File: config.mk
export PLATFORM = sky130hd
export DESIGN_NAME = bmc_basic_ctrl
export DESIGN_NICKNAME = d
export VERILOG_FILES = /design/src/bmc_pkg.sv /design/src/bmc_col_stage.sv /design/src/bmc_basic_ctrl.sv
export SDC_FILE = /design/constraint.sdc
export NUM_CORES = 1
export LEC_CHECK = 0
export BUFFER_PORTS_ARGS = -buffer_cell sky130_fd_sc_hd__buf_2
export CAP_MARGIN = 20
export CORE_MARGIN = 5
export CORE_UTILIZATION = 39
export CTS_CLUSTER_DIAMETER = 30
export CTS_CLUSTER_SIZE = 25
export DETAILED_ROUTE_END_ITERATION = 7
export GPL_ROUTABILITY_DRIVEN = 0
export GPL_TIMING_DRIVEN = 1
export PLACE_DENSITY_LB_ADDON = 0.05
export SETUP_SLACK_MARGIN = 0.3
export SYNTH_ARGS = -nofsm -noshare
export SYNTH_HDL_FRONTEND = slang
export SYNTH_HIERARCHICAL = 1
export SYNTH_SLANG_ARGS = --single-unit
File: constraint.sdc
create_clock -name sys_clk -period 4.43 [get_ports sys_clk]
set_clock_uncertainty 0.05 [all_clocks]
set_input_delay 0.886 -clock sys_clk [delete_from_list [all_inputs] [get_ports sys_clk]]
set_output_delay 0.886 -clock sys_clk [all_outputs]
set_load 0.03 [all_outputs]
File: src/bmc_pkg.sv
package bmc_pkg;

  // ------------------------------------------------------------
  // management register map
  // ------------------------------------------------------------
  localparam logic [4:0] BMC_CTRL_ADDR = 5'h00;
  localparam int BMC_DATA_W = 16;

  // ------------------------------------------------------------
  // control register field positions
  // ------------------------------------------------------------
  localparam int BMC_SOFT_RESET_BIT = 15;
  localparam int BMC_LOOPBACK_BIT = 14;
  localparam int BMC_RATE_BIT = 13;
  localparam int BMC_AN_ENABLE_BIT = 12;
  localparam int BMC_LOW_POWER_BIT = 11;
  localparam int BMC_ISOLATE_BIT = 10;
  localparam int BMC_AN_RESTART_BIT = 9;
  localparam int BMC_DUPLEX_BIT = 8;
  localparam int BMC_COL_TEST_BIT = 7;
  localparam int BMC_RSVD_MSB = 6;

  // ------------------------------------------------------------
  // values after reset
  // ------------------------------------------------------------
  localparam logic BMC_LOOPBACK_RST = 1'b0;
  localparam logic BMC_RATE_RST = 1'b1;
  localparam logic BMC_AN_ENABLE_RST = 1'b1;
  localparam logic BMC_LOW_POWER_RST = 1'b0;
  localparam logic BMC_ISOLATE_RST = 1'b0;
  localparam logic BMC_AN_RESTART_RST = 1'b0;
  localparam logic BMC_DUPLEX_RST = 1'b0;
  localparam logic BMC_COL_TEST_RST = 1'b0;
  localparam logic [6:0] BMC_RSVD_VALUE = 7'h00;
  localparam logic [4:0] BMC_ISO_PHY_ADDR = 5'h00;

  // ------------------------------------------------------------
  // collision test timing, worst case is the 100 Mb/s bit time
  // ------------------------------------------------------------
  localparam int BMC_CLK_PERIOD_PS = 25000;
  localparam int BMC_BIT_TIME_PS = 10000;
  localparam int BMC_COL_ON_MAX_BITS = 512;
  localparam int BMC_COL_OFF_MAX_BITS = 4;
  localparam int BMC_COL_ON_MAX_RAW =
    (BMC_COL_ON_MAX_BITS * BMC_BIT_TIME_PS) / BMC_CLK_PERIOD_PS;
  localparam int BMC_COL_OFF_MAX_RAW =
    (BMC_COL_OFF_MAX_BITS * BMC_BIT_TIME_PS) / BMC_CLK_PERIOD_PS;
  localparam int BMC_COL_ON_MAX_CYC = (BMC_COL_ON_MAX_RAW < 1) ? 1 : BMC_COL_ON_MAX_RAW;
  localparam int BMC_COL_OFF_MAX_CYC = (BMC_COL_OFF_MAX_RAW < 1) ? 1 : BMC_COL_OFF_MAX_RAW;
  localparam int BMC_COL_ON_DEF_CYC = 1;
  localparam int BMC_COL_CNT_W = 8;

endpackage : bmc_pkg

File: src/bmc_col_stage.sv
`timescale 1ns/1ps
`default_nettype none

module bmc_col_stage
  import bmc_pkg::*;
#(
  parameter int unsigned COL_ON_CYC = BMC_COL_ON_DEF_CYC
) (
  // clock and reset
  input wire logic sys_clk,
  input wire logic resetn,
  input wire logic clk_en,
  // control
  input wire logic col_test_en,
  input wire logic low_power,
  input wire logic isolate,
  input wire logic loopback,
  // sources
  input wire logic mii_tx_en,
  input wire logic line_col,
  // result
  output logic mac_col
);

  logic [BMC_COL_CNT_W-1:0] on_cnt_reg;
  logic col_reg;
  logic test_active;

  // transmit enable is ignored while isolated or powered down
  assign test_active = col_test_en && mii_tx_en && !isolate && !low_power;

  // count cycles of asserted transmit enable, saturating at the on delay
  always_ff @(posedge sys_clk or negedge resetn) begin
    if (!resetn) begin
      on_cnt_reg <= '0;
    end else if (clk_en) begin
      if (!test_active) begin
        on_cnt_reg <= '0;
      end else if (on_cnt_reg < COL_ON_CYC[BMC_COL_CNT_W-1:0]) begin
        on_cnt_reg <= on_cnt_reg + 8'h01;
      end
    end
  end

  // one flop: drop follows transmit enable by one cycle, well inside 4 bit times
  always_ff @(posedge sys_clk or negedge resetn) begin
    if (!resetn) begin
      col_reg <= 1'b0;
    end else if (clk_en) begin
      if (low_power || isolate) begin
        col_reg <= 1'b0;
      end else if (col_test_en) begin
        col_reg <= test_active && (on_cnt_reg + 8'h01 >= COL_ON_CYC[BMC_COL_CNT_W-1:0]);
      end else begin
        col_reg <= loopback ? 1'b0 : line_col;
      end
    end
  end

  assign mac_col = col_reg;

endmodule : bmc_col_stage

`default_nettype wire

File: src/bmc_basic_ctrl.sv
`timescale 1ns/1ps
`default_nettype none

// Behaviour
// hardware mode takes autoneg from select pin
// software, autoneg off: rate, duplex bits rule
// software, autoneg on: rate, duplex bits ignored
// low power: outputs low, pair tri-stated
// low power entry clears latching status
// reset loads every bit default; the isolate bit takes its default on the first enabled edge after release
// isolate floats MII outputs, ignores inputs
// isolate defaults one at address zero
// restart write ignored while autoneg off
// restart kicks negotiation, clears when begun
// hardware mode duplex from duplex pin
// duplex bit half/full, else negotiation result
// loopback makes duplex bit ineffective
// collision test off: COL ignores TX_EN
// test COL on within 512, off 4
// collision test works in loopback too
// reserved bits six to zero read zero
// agent writes defaults into reserved bits
// loopback returns MII transmit to receive
// sixteen-bit control at management address zero
module bmc_basic_ctrl
  import bmc_pkg::*;
#(
  parameter int unsigned COL_ON_CYC = BMC_COL_ON_DEF_CYC
) (
  // clock and reset
  input wire logic sys_clk,
  input wire logic resetn,
  input wire logic clk_en,
  // straps
  input wire logic strap_mode_select_pin,
  input wire logic autoneg_select_pin,
  input wire logic duplex_select_pin,
  input wire logic rate_select_pin,
  input wire logic [4:0] phy_addr,
  // management register port
  input wire logic [4:0] mgmt_reg_addr,
  input wire logic mgmt_wr_en,
  input wire logic [15:0] mgmt_wr_data,
  input wire logic mgmt_rd_en,
  output logic [15:0] mgmt_rd_data,
  output logic mgmt_rd_valid,
  // auto-negotiation engine
  input wire logic an_started,
  input wire logic an_duplex_result,
  input wire logic an_rate_result,
  output logic an_enable,
  output logic an_restart,
  // mode results
  output logic eff_duplex_full,
  output logic eff_rate_100,
  output logic low_power,
  output logic latch_high_status_clear,
  output logic latch_low_status_clear,
  // MAC transmit side inputs
  input wire logic [3:0] mii_txd,
  input wire logic mii_tx_en,
  input wire logic mii_tx_er,
  // MAC receive side outputs, enables low while driving
  output logic [3:0] mac_rxd,
  output logic mac_rx_dv,
  output logic mac_rx_er,
  output logic mac_crs,
  output logic mac_col,
  output logic mac_out_oe_n,
  // line side
  input wire logic [3:0] line_rxd,
  input wire logic line_rx_dv,
  input wire logic line_rx_er,
  input wire logic line_crs,
  input wire logic line_col,
  output logic [3:0] line_txd,
  output logic line_tx_en,
  output logic line_tx_er,
  output logic tx_pair_tristate,
  output logic line_rx_enable
);

  // ------------------------------------------------------------
  // decode helpers
  // ------------------------------------------------------------
  function automatic logic bmc_is_ctrl(input logic [4:0] addr);
    bmc_is_ctrl = (addr == BMC_CTRL_ADDR);
  endfunction : bmc_is_ctrl

  // ------------------------------------------------------------
  // control register state
  // ------------------------------------------------------------
  logic loopback_reg;
  logic rate_reg;
  logic an_en_reg;
  logic low_power_reg;
  logic isolate_reg;
  logic restart_reg;
  logic duplex_reg;
  logic col_test_reg;
  logic iso_init_reg;
  logic [15:0] rd_data_reg;
  logic rd_valid_reg;
  logic an_restart_reg;
  logic lh_clear_reg;
  logic ll_clear_reg;
  logic an_enable_reg;
  logic duplex_out_reg;
  logic rate_out_reg;

  logic sw_mode;
  logic wr_hit;
  logic an_eff;
  logic an_after_wr;
  logic restart_req;
  logic duplex_eff;
  logic rate_eff;
  logic [15:0] ctrl_view;

  // strap high selects software mode
  assign sw_mode = strap_mode_select_pin;
  assign wr_hit = mgmt_wr_en && bmc_is_ctrl(mgmt_reg_addr);

  // autoneg decision: pin in hardware mode, register bit otherwise
  assign an_eff = sw_mode ? an_en_reg : autoneg_select_pin;
  assign an_after_wr = sw_mode ? mgmt_wr_data[BMC_AN_ENABLE_BIT] : autoneg_select_pin;

  // a restart write only counts when autoneg is on after that write
  assign restart_req = wr_hit && mgmt_wr_data[BMC_AN_RESTART_BIT] && an_after_wr;

  // ------------------------------------------------------------
  // effective duplex and rate
  // ------------------------------------------------------------
  always_comb begin
    if (!sw_mode) begin
      duplex_eff = duplex_select_pin;
      rate_eff = rate_select_pin;
    end else if (an_eff) begin
      duplex_eff = an_duplex_result;
      rate_eff = an_rate_result;
    end else begin
      // loopback path is internal, so the duplex bit is bypassed there
      duplex_eff = loopback_reg ? 1'b1 : duplex_reg;
      rate_eff = rate_reg;
    end
  end

  // ------------------------------------------------------------
  // register writes
  // ------------------------------------------------------------
  // isolate default needs the address, which cannot feed an async reset;
  // it is loaded on the first enabled edge after release instead
  always_ff @(posedge sys_clk or negedge resetn) begin
    if (!resetn) begin
      loopback_reg <= BMC_LOOPBACK_RST;
      rate_reg <= BMC_RATE_RST;
      an_en_reg <= BMC_AN_ENABLE_RST;
      low_power_reg <= BMC_LOW_POWER_RST;
      isolate_reg <= BMC_ISOLATE_RST;
      duplex_reg <= BMC_DUPLEX_RST;
      col_test_reg <= BMC_COL_TEST_RST;
      iso_init_reg <= 1'b1;
    end else if (clk_en) begin
      if (iso_init_reg) begin
        isolate_reg <= (phy_addr == BMC_ISO_PHY_ADDR);
        iso_init_reg <= 1'b0;
      end
      // a write in the same cycle as the default load wins
      if (wr_hit) begin
        loopback_reg <= mgmt_wr_data[BMC_LOOPBACK_BIT];
        rate_reg <= mgmt_wr_data[BMC_RATE_BIT];
        an_en_reg <= mgmt_wr_data[BMC_AN_ENABLE_BIT];
        low_power_reg <= mgmt_wr_data[BMC_LOW_POWER_BIT];
        isolate_reg <= mgmt_wr_data[BMC_ISOLATE_BIT];
        duplex_reg <= mgmt_wr_data[BMC_DUPLEX_BIT];
        col_test_reg <= mgmt_wr_data[BMC_COL_TEST_BIT];
      end
    end
  end

  // ------------------------------------------------------------
  // self-clearing restart
  // ------------------------------------------------------------
  // a new request in the cycle the engine reports its start is kept
  always_ff @(posedge sys_clk or negedge resetn) begin
    if (!resetn) begin
      restart_reg <= BMC_AN_RESTART_RST;
      an_restart_reg <= 1'b0;
    end else if (clk_en) begin
      an_restart_reg <= restart_req;
      if (restart_req) begin
        restart_reg <= 1'b1;
      end else if (an_started) begin
        restart_reg <= 1'b0;
      end
    end
  end

  // ------------------------------------------------------------
  // low-power entry: latching status goes back to defaults
  // ------------------------------------------------------------
  always_ff @(posedge sys_clk or negedge resetn) begin
    if (!resetn) begin
      lh_clear_reg <= 1'b0;
      ll_clear_reg <= 1'b0;
    end else if (clk_en) begin
      lh_clear_reg <= wr_hit && mgmt_wr_data[BMC_LOW_POWER_BIT] && !low_power_reg;
      ll_clear_reg <= wr_hit && mgmt_wr_data[BMC_LOW_POWER_BIT] && !low_power_reg;
    end
  end

  // ------------------------------------------------------------
  // register reads
  // ------------------------------------------------------------
  always_comb begin
    ctrl_view = 16'h0000;
    ctrl_view[BMC_LOOPBACK_BIT] = loopback_reg;
    ctrl_view[BMC_RATE_BIT] = rate_reg;
    ctrl_view[BMC_AN_ENABLE_BIT] = an_en_reg;
    ctrl_view[BMC_LOW_POWER_BIT] = low_power_reg;
    ctrl_view[BMC_ISOLATE_BIT] = isolate_reg;
    ctrl_view[BMC_AN_RESTART_BIT] = restart_reg;
    ctrl_view[BMC_DUPLEX_BIT] = duplex_reg;
    ctrl_view[BMC_COL_TEST_BIT] = col_test_reg;
    ctrl_view[BMC_RSVD_MSB:0] = BMC_RSVD_VALUE;
  end

  // other addresses belong to neighbouring blocks and read zero here
  always_ff @(posedge sys_clk or negedge resetn) begin
    if (!resetn) begin
      rd_data_reg <= 16'h0000;
      rd_valid_reg <= 1'b0;
    end else if (clk_en) begin
      rd_valid_reg <= mgmt_rd_en;
      if (mgmt_rd_en) begin
        rd_data_reg <= bmc_is_ctrl(mgmt_reg_addr) ? ctrl_view : 16'h0000;
      end
    end
  end

  // ------------------------------------------------------------
  // mode outputs
  // ------------------------------------------------------------
  always_ff @(posedge sys_clk or negedge resetn) begin
    if (!resetn) begin
      an_enable_reg <= BMC_AN_ENABLE_RST;
      duplex_out_reg <= BMC_DUPLEX_RST;
      rate_out_reg <= BMC_RATE_RST;
    end else if (clk_en) begin
      an_enable_reg <= an_eff && !low_power_reg;
      duplex_out_reg <= duplex_eff;
      rate_out_reg <= rate_eff;
    end
  end

  // ------------------------------------------------------------
  // MAC receive side
  // ------------------------------------------------------------
  // low power outranks isolate: pins are driven low, not floated
  always_ff @(posedge sys_clk or negedge resetn) begin
    if (!resetn) begin
      mac_rxd <= 4'h0;
      mac_rx_dv <= 1'b0;
      mac_rx_er <= 1'b0;
      mac_crs <= 1'b0;
      mac_out_oe_n <= 1'b1;
    end else if (clk_en) begin
      if (low_power_reg) begin
        mac_rxd <= 4'h0;
        mac_rx_dv <= 1'b0;
        mac_rx_er <= 1'b0;
        mac_crs <= 1'b0;
        mac_out_oe_n <= 1'b0;
      end else if (isolate_reg) begin
        mac_rxd <= 4'h0;
        mac_rx_dv <= 1'b0;
        mac_rx_er <= 1'b0;
        mac_crs <= 1'b0;
        mac_out_oe_n <= 1'b1;
      end else if (loopback_reg) begin
        mac_rxd <= mii_txd;
        mac_rx_dv <= mii_tx_en;
        mac_rx_er <= mii_tx_er;
        mac_crs <= mii_tx_en;
        mac_out_oe_n <= 1'b0;
      end else begin
        mac_rxd <= line_rxd;
        mac_rx_dv <= line_rx_dv;
        mac_rx_er <= line_rx_er;
        mac_crs <= line_crs;
        mac_out_oe_n <= 1'b0;
      end
    end
  end

  // ------------------------------------------------------------
  // line side: transmitter and receiver gating
  // ------------------------------------------------------------
  always_ff @(posedge sys_clk or negedge resetn) begin
    if (!resetn) begin
      line_txd <= 4'h0;
      line_tx_en <= 1'b0;
      line_tx_er <= 1'b0;
      tx_pair_tristate <= 1'b0;
      line_rx_enable <= 1'b1;
    end else if (clk_en) begin
      if (low_power_reg || isolate_reg || loopback_reg) begin
        line_txd <= 4'h0;
        line_tx_en <= 1'b0;
        line_tx_er <= 1'b0;
      end else begin
        line_txd <= mii_txd;
        line_tx_en <= mii_tx_en;
        line_tx_er <= mii_tx_er;
      end
      tx_pair_tristate <= low_power_reg || loopback_reg;
      line_rx_enable <= !(low_power_reg || loopback_reg);
    end
  end

  // ------------------------------------------------------------
  // collision output stage
  // ------------------------------------------------------------
  bmc_col_stage #(
    .COL_ON_CYC(COL_ON_CYC)
  ) u_col_stage (
    .sys_clk(sys_clk),
    .resetn(resetn),
    .clk_en(clk_en),
    .col_test_en(col_test_reg),
    .low_power(low_power_reg),
    .isolate(isolate_reg),
    .loopback(loopback_reg),
    .mii_tx_en(mii_tx_en),
    .line_col(line_col),
    .mac_col(mac_col)
  );

  // ------------------------------------------------------------
  // output wiring from flops
  // ------------------------------------------------------------
  assign mgmt_rd_data = rd_data_reg;
  assign mgmt_rd_valid = rd_valid_reg;
  assign an_enable = an_enable_reg;
  assign an_restart = an_restart_reg;
  assign eff_duplex_full = duplex_out_reg;
  assign eff_rate_100 = rate_out_reg;
  assign low_power = low_power_reg;
  assign latch_high_status_clear = lh_clear_reg;
  assign latch_low_status_clear = ll_clear_reg;

endmodule : bmc_basic_ctrl

`default_nettype wire

==> results.py <==
metrics = {
    "floorplan": {
        "initial_core_util": 0.395,
        "coreArea_um2": 5820,
        "ios": 93,
        "die_h_um": 86.8,
        "die_w_um": 86.8,
        "dieArea_um2": 7530,
        "num_rows": 28,
    },
    "critical_path": {
        "crit_arrival_ns": 2.22,
        "r2r_end": "u_col_stage/mac_col",
        "r2r-start": "u_col_stage/on_cnt_reg[0]",
        "cp-start-kind": "input port",
        "r2r_cells": 5,
        "cp-end-kind": "flip-flop",
        "critical_path_class": "in2reg",
        "reg2reg_slack_ns": 2.50,
        "worstPathRequired_ns": 4.55,
        "critPathMaxFanout": 19,
    },
    "grt": {
        "grt_pass1_vias": 1781,
        "overflow": 0,
        "track_usage": 0.150,
        "grt_max_degree": 49,
        "antenna_found_initial": 0,
        "grt_pass1_wl_mm": 8.74,
    },
    "cells_and_area": {
        "fin_nets": 326,
        "syn_to_final_growth_pct": 22.6,
        "final_util": 0.484,
        "final_common_cell": "buf_2",
        "drive_gt1_frac": 0.393,
        "antenna_cells": 0,
        "most-common-layout-cells": "76 x buf_2, 41 x dfrtp_1, 14 x a22o_1, 13 x nand2_1, 10 x o2bb2ai_1",
    },
    "clock_network": {
        "cts.sinks": 48,
        "postCtsSetupBuffers": 0,
        "htreeDepth": 2,
        "clkTransAtPathRegs_ns": 0.09,
        "cts_buffers": 5,
        "cts_tree": "yes",
        "cts_buffer_depth": 2,
        "root_buffer": "clkbuf_8",
        "cts-resized-gates": 0,
        "clkLatencyLatePin_ns": 0.29,
        "postCtsHoldBufs": 0,
    },
    "synth": {
        "netlist.area_leader.share": 0.447,
        "syn-cell-area_um2": 2300,
        "syn_area_per_cell_um2": 11.8,
        "async_flop_share": 1.00,
        "ys_ff_latch": 48,
        "yosysWarnings": 6,
        "synth_edf_count": 0,
        "synth.distinct_cells": 51,
        "synth.largest_area_cell": "dfrtp_1",
        "synth.top_cells.by_area": "dfrtp_1 45%, dfstp_2 8.0%, a22o_1 5.3%",
        "ys.flop_type": "dfrtp_1",
        "ys_seq_area_frac": 0.527,
        "syn_inst": 195,
    },
    "timing": {
        "relSlewSlack": 0.495,
        "max_freq_mhz": 478,
        "rsz0062_at_grt": "no",
        "finalCritPeriodShare": 0.472,
        "worstMarginPinSlew_ns": 0.757,
        "setup_violations": 0,
        "maxSlewViolCount": 0,
        "hold_viol": 0,
        "finalSetupTns_ns": 0,
        "period_minus_slack_ns": 2.09,
        "holdWs_ns": 0.434,
    },
    "min_path": {
        "min_delay_path_depth": 1,
        "hold_path_end": "an_enable",
        "min_from": "an_enable",
        "hold_class": "reg2reg",
    },
    "detailed_routing": {
        "viasPerCell": 4.90,
        "num_vias": 1701,
        "routed_wl_mm": 5.35,
        "post-route-drc-count": 0,
        "firstDrtPassIters": 4,
        "drt-initial-drc-count": 56,
        "wire_per_inst_um": 15.4,
        "antenna_left": 0,
    },
    "outcome": {
        "status": "complete, no violations",
    },
    "placed_design": {
        "dp_hpwl_mm": 4.00,
        "portBuffers": 76,
    },
    "power": {
        "power.leakage_nw": 1.43,
        "p_per_area_nw_per_um2": 325,
        "ir_drop_mv": 0.155,
    },
    "job": {
        "cap_violations": 0,
    },
}
[critical path: stages]
cell and delay (ns):
buf_2 0.30, and2b_1 0.23, or2_2 0.31, a2111oi_2 0.36, a31oi_1 0.12
[logic make-up after synthesis]
group | synth area share
XOR/XNOR | 0.0114
AND/OR/NAND/NOR | 0.154
multiplexers | 0.0686
AO/OA/AOI/OAI | 0.168
buffers and inverters | 0.0534
adder cells (fa/ha/maj) | 0.0163
flip-flops | 0.527
other | 0.00163
[worst max-delay path by stage]
stage	start	endpoint	slack (ns)	cells after the start
after floorplan	mgmt_reg_addr[1]	isolate_reg	2.45	3
after detailed placement	clk_en	u_col_stage/mac_col	2.02	5
after global placement	clk_en	u_col_stage/mac_col	2.03	5
after global routing	clk_en	mgmt_rd_data[13]	2.24	4
final	clk_en	u_col_stage/mac_col	2.34	5
after CTS	clk_en	u_col_stage/mac_col	2.35	5
[metal layers]
layer / GRT usage / wire, um / up-vias
met5: 0 / 0 / -
met3: 0.0418 / 381 / 6
met1: 0.204 / 2550 / 789
met2: 0.235 / 2360 / 51
li1: - / - / 855
met4: 0.0411 / 52 / 0
[power by group]
group | leakage (nW) | internal [mW] | switching, mW
Clock | 0.0541 | 0.167 | 0.143
Sequential | 0.631 | 0.460 | 0.0221
Combinational | 0.744 | 0.0478 | 0.0758
[synth_stat cells (2+ instances only)]
master	count
a21o_1	2
a22o_1	14
a31oi_1	3
and2_1	6
buf_4	9
clkbuf_1	3
dfrtp_1	41
dfstp_2	7
ha_1	3
inv_1	6
mux2_2	6
mux2i_1	9
nand2_1	13
nand2b_1	5
nand3_2	2
nand3b_1	2
nor2_1	5
nor2b_1	4
nor3_1	4
nor3b_1	2
nor4_1	2
o21ai_0	5
o2bb2ai_1	10
o31ai_1	4
xnor2_1	2
[area by class of cell]
type / count / area [um^2]
inverter: 6 / 22.5
sequential: 48 / 1210
multi-input combinational: 133 / 991
tap: 75 / 93.8
clock buffer: 5 / 68.8
clock inverter: 3 / 42.5
timing repair buffer: 77 / 388
fill: 577 / 3000
[per-stage QoR]
stage | total power, mW | cell area [um^2] | worst slack [ns] | instances
finish | 0.916 | 2820 | 2.34 | 347
CTS | 0.938 | 2820 | 2.35 | 347
detailed placement | 0.618 | 2710 | 2.02 | 339
global placement | 0.617 | 2710 | 2.03 | 339
global route | 0.969 | 2820 | 2.24 | 347
floorplan | 0.567 | 2320 | 2.45 | 202
Power figures use the tool's default switching activity.
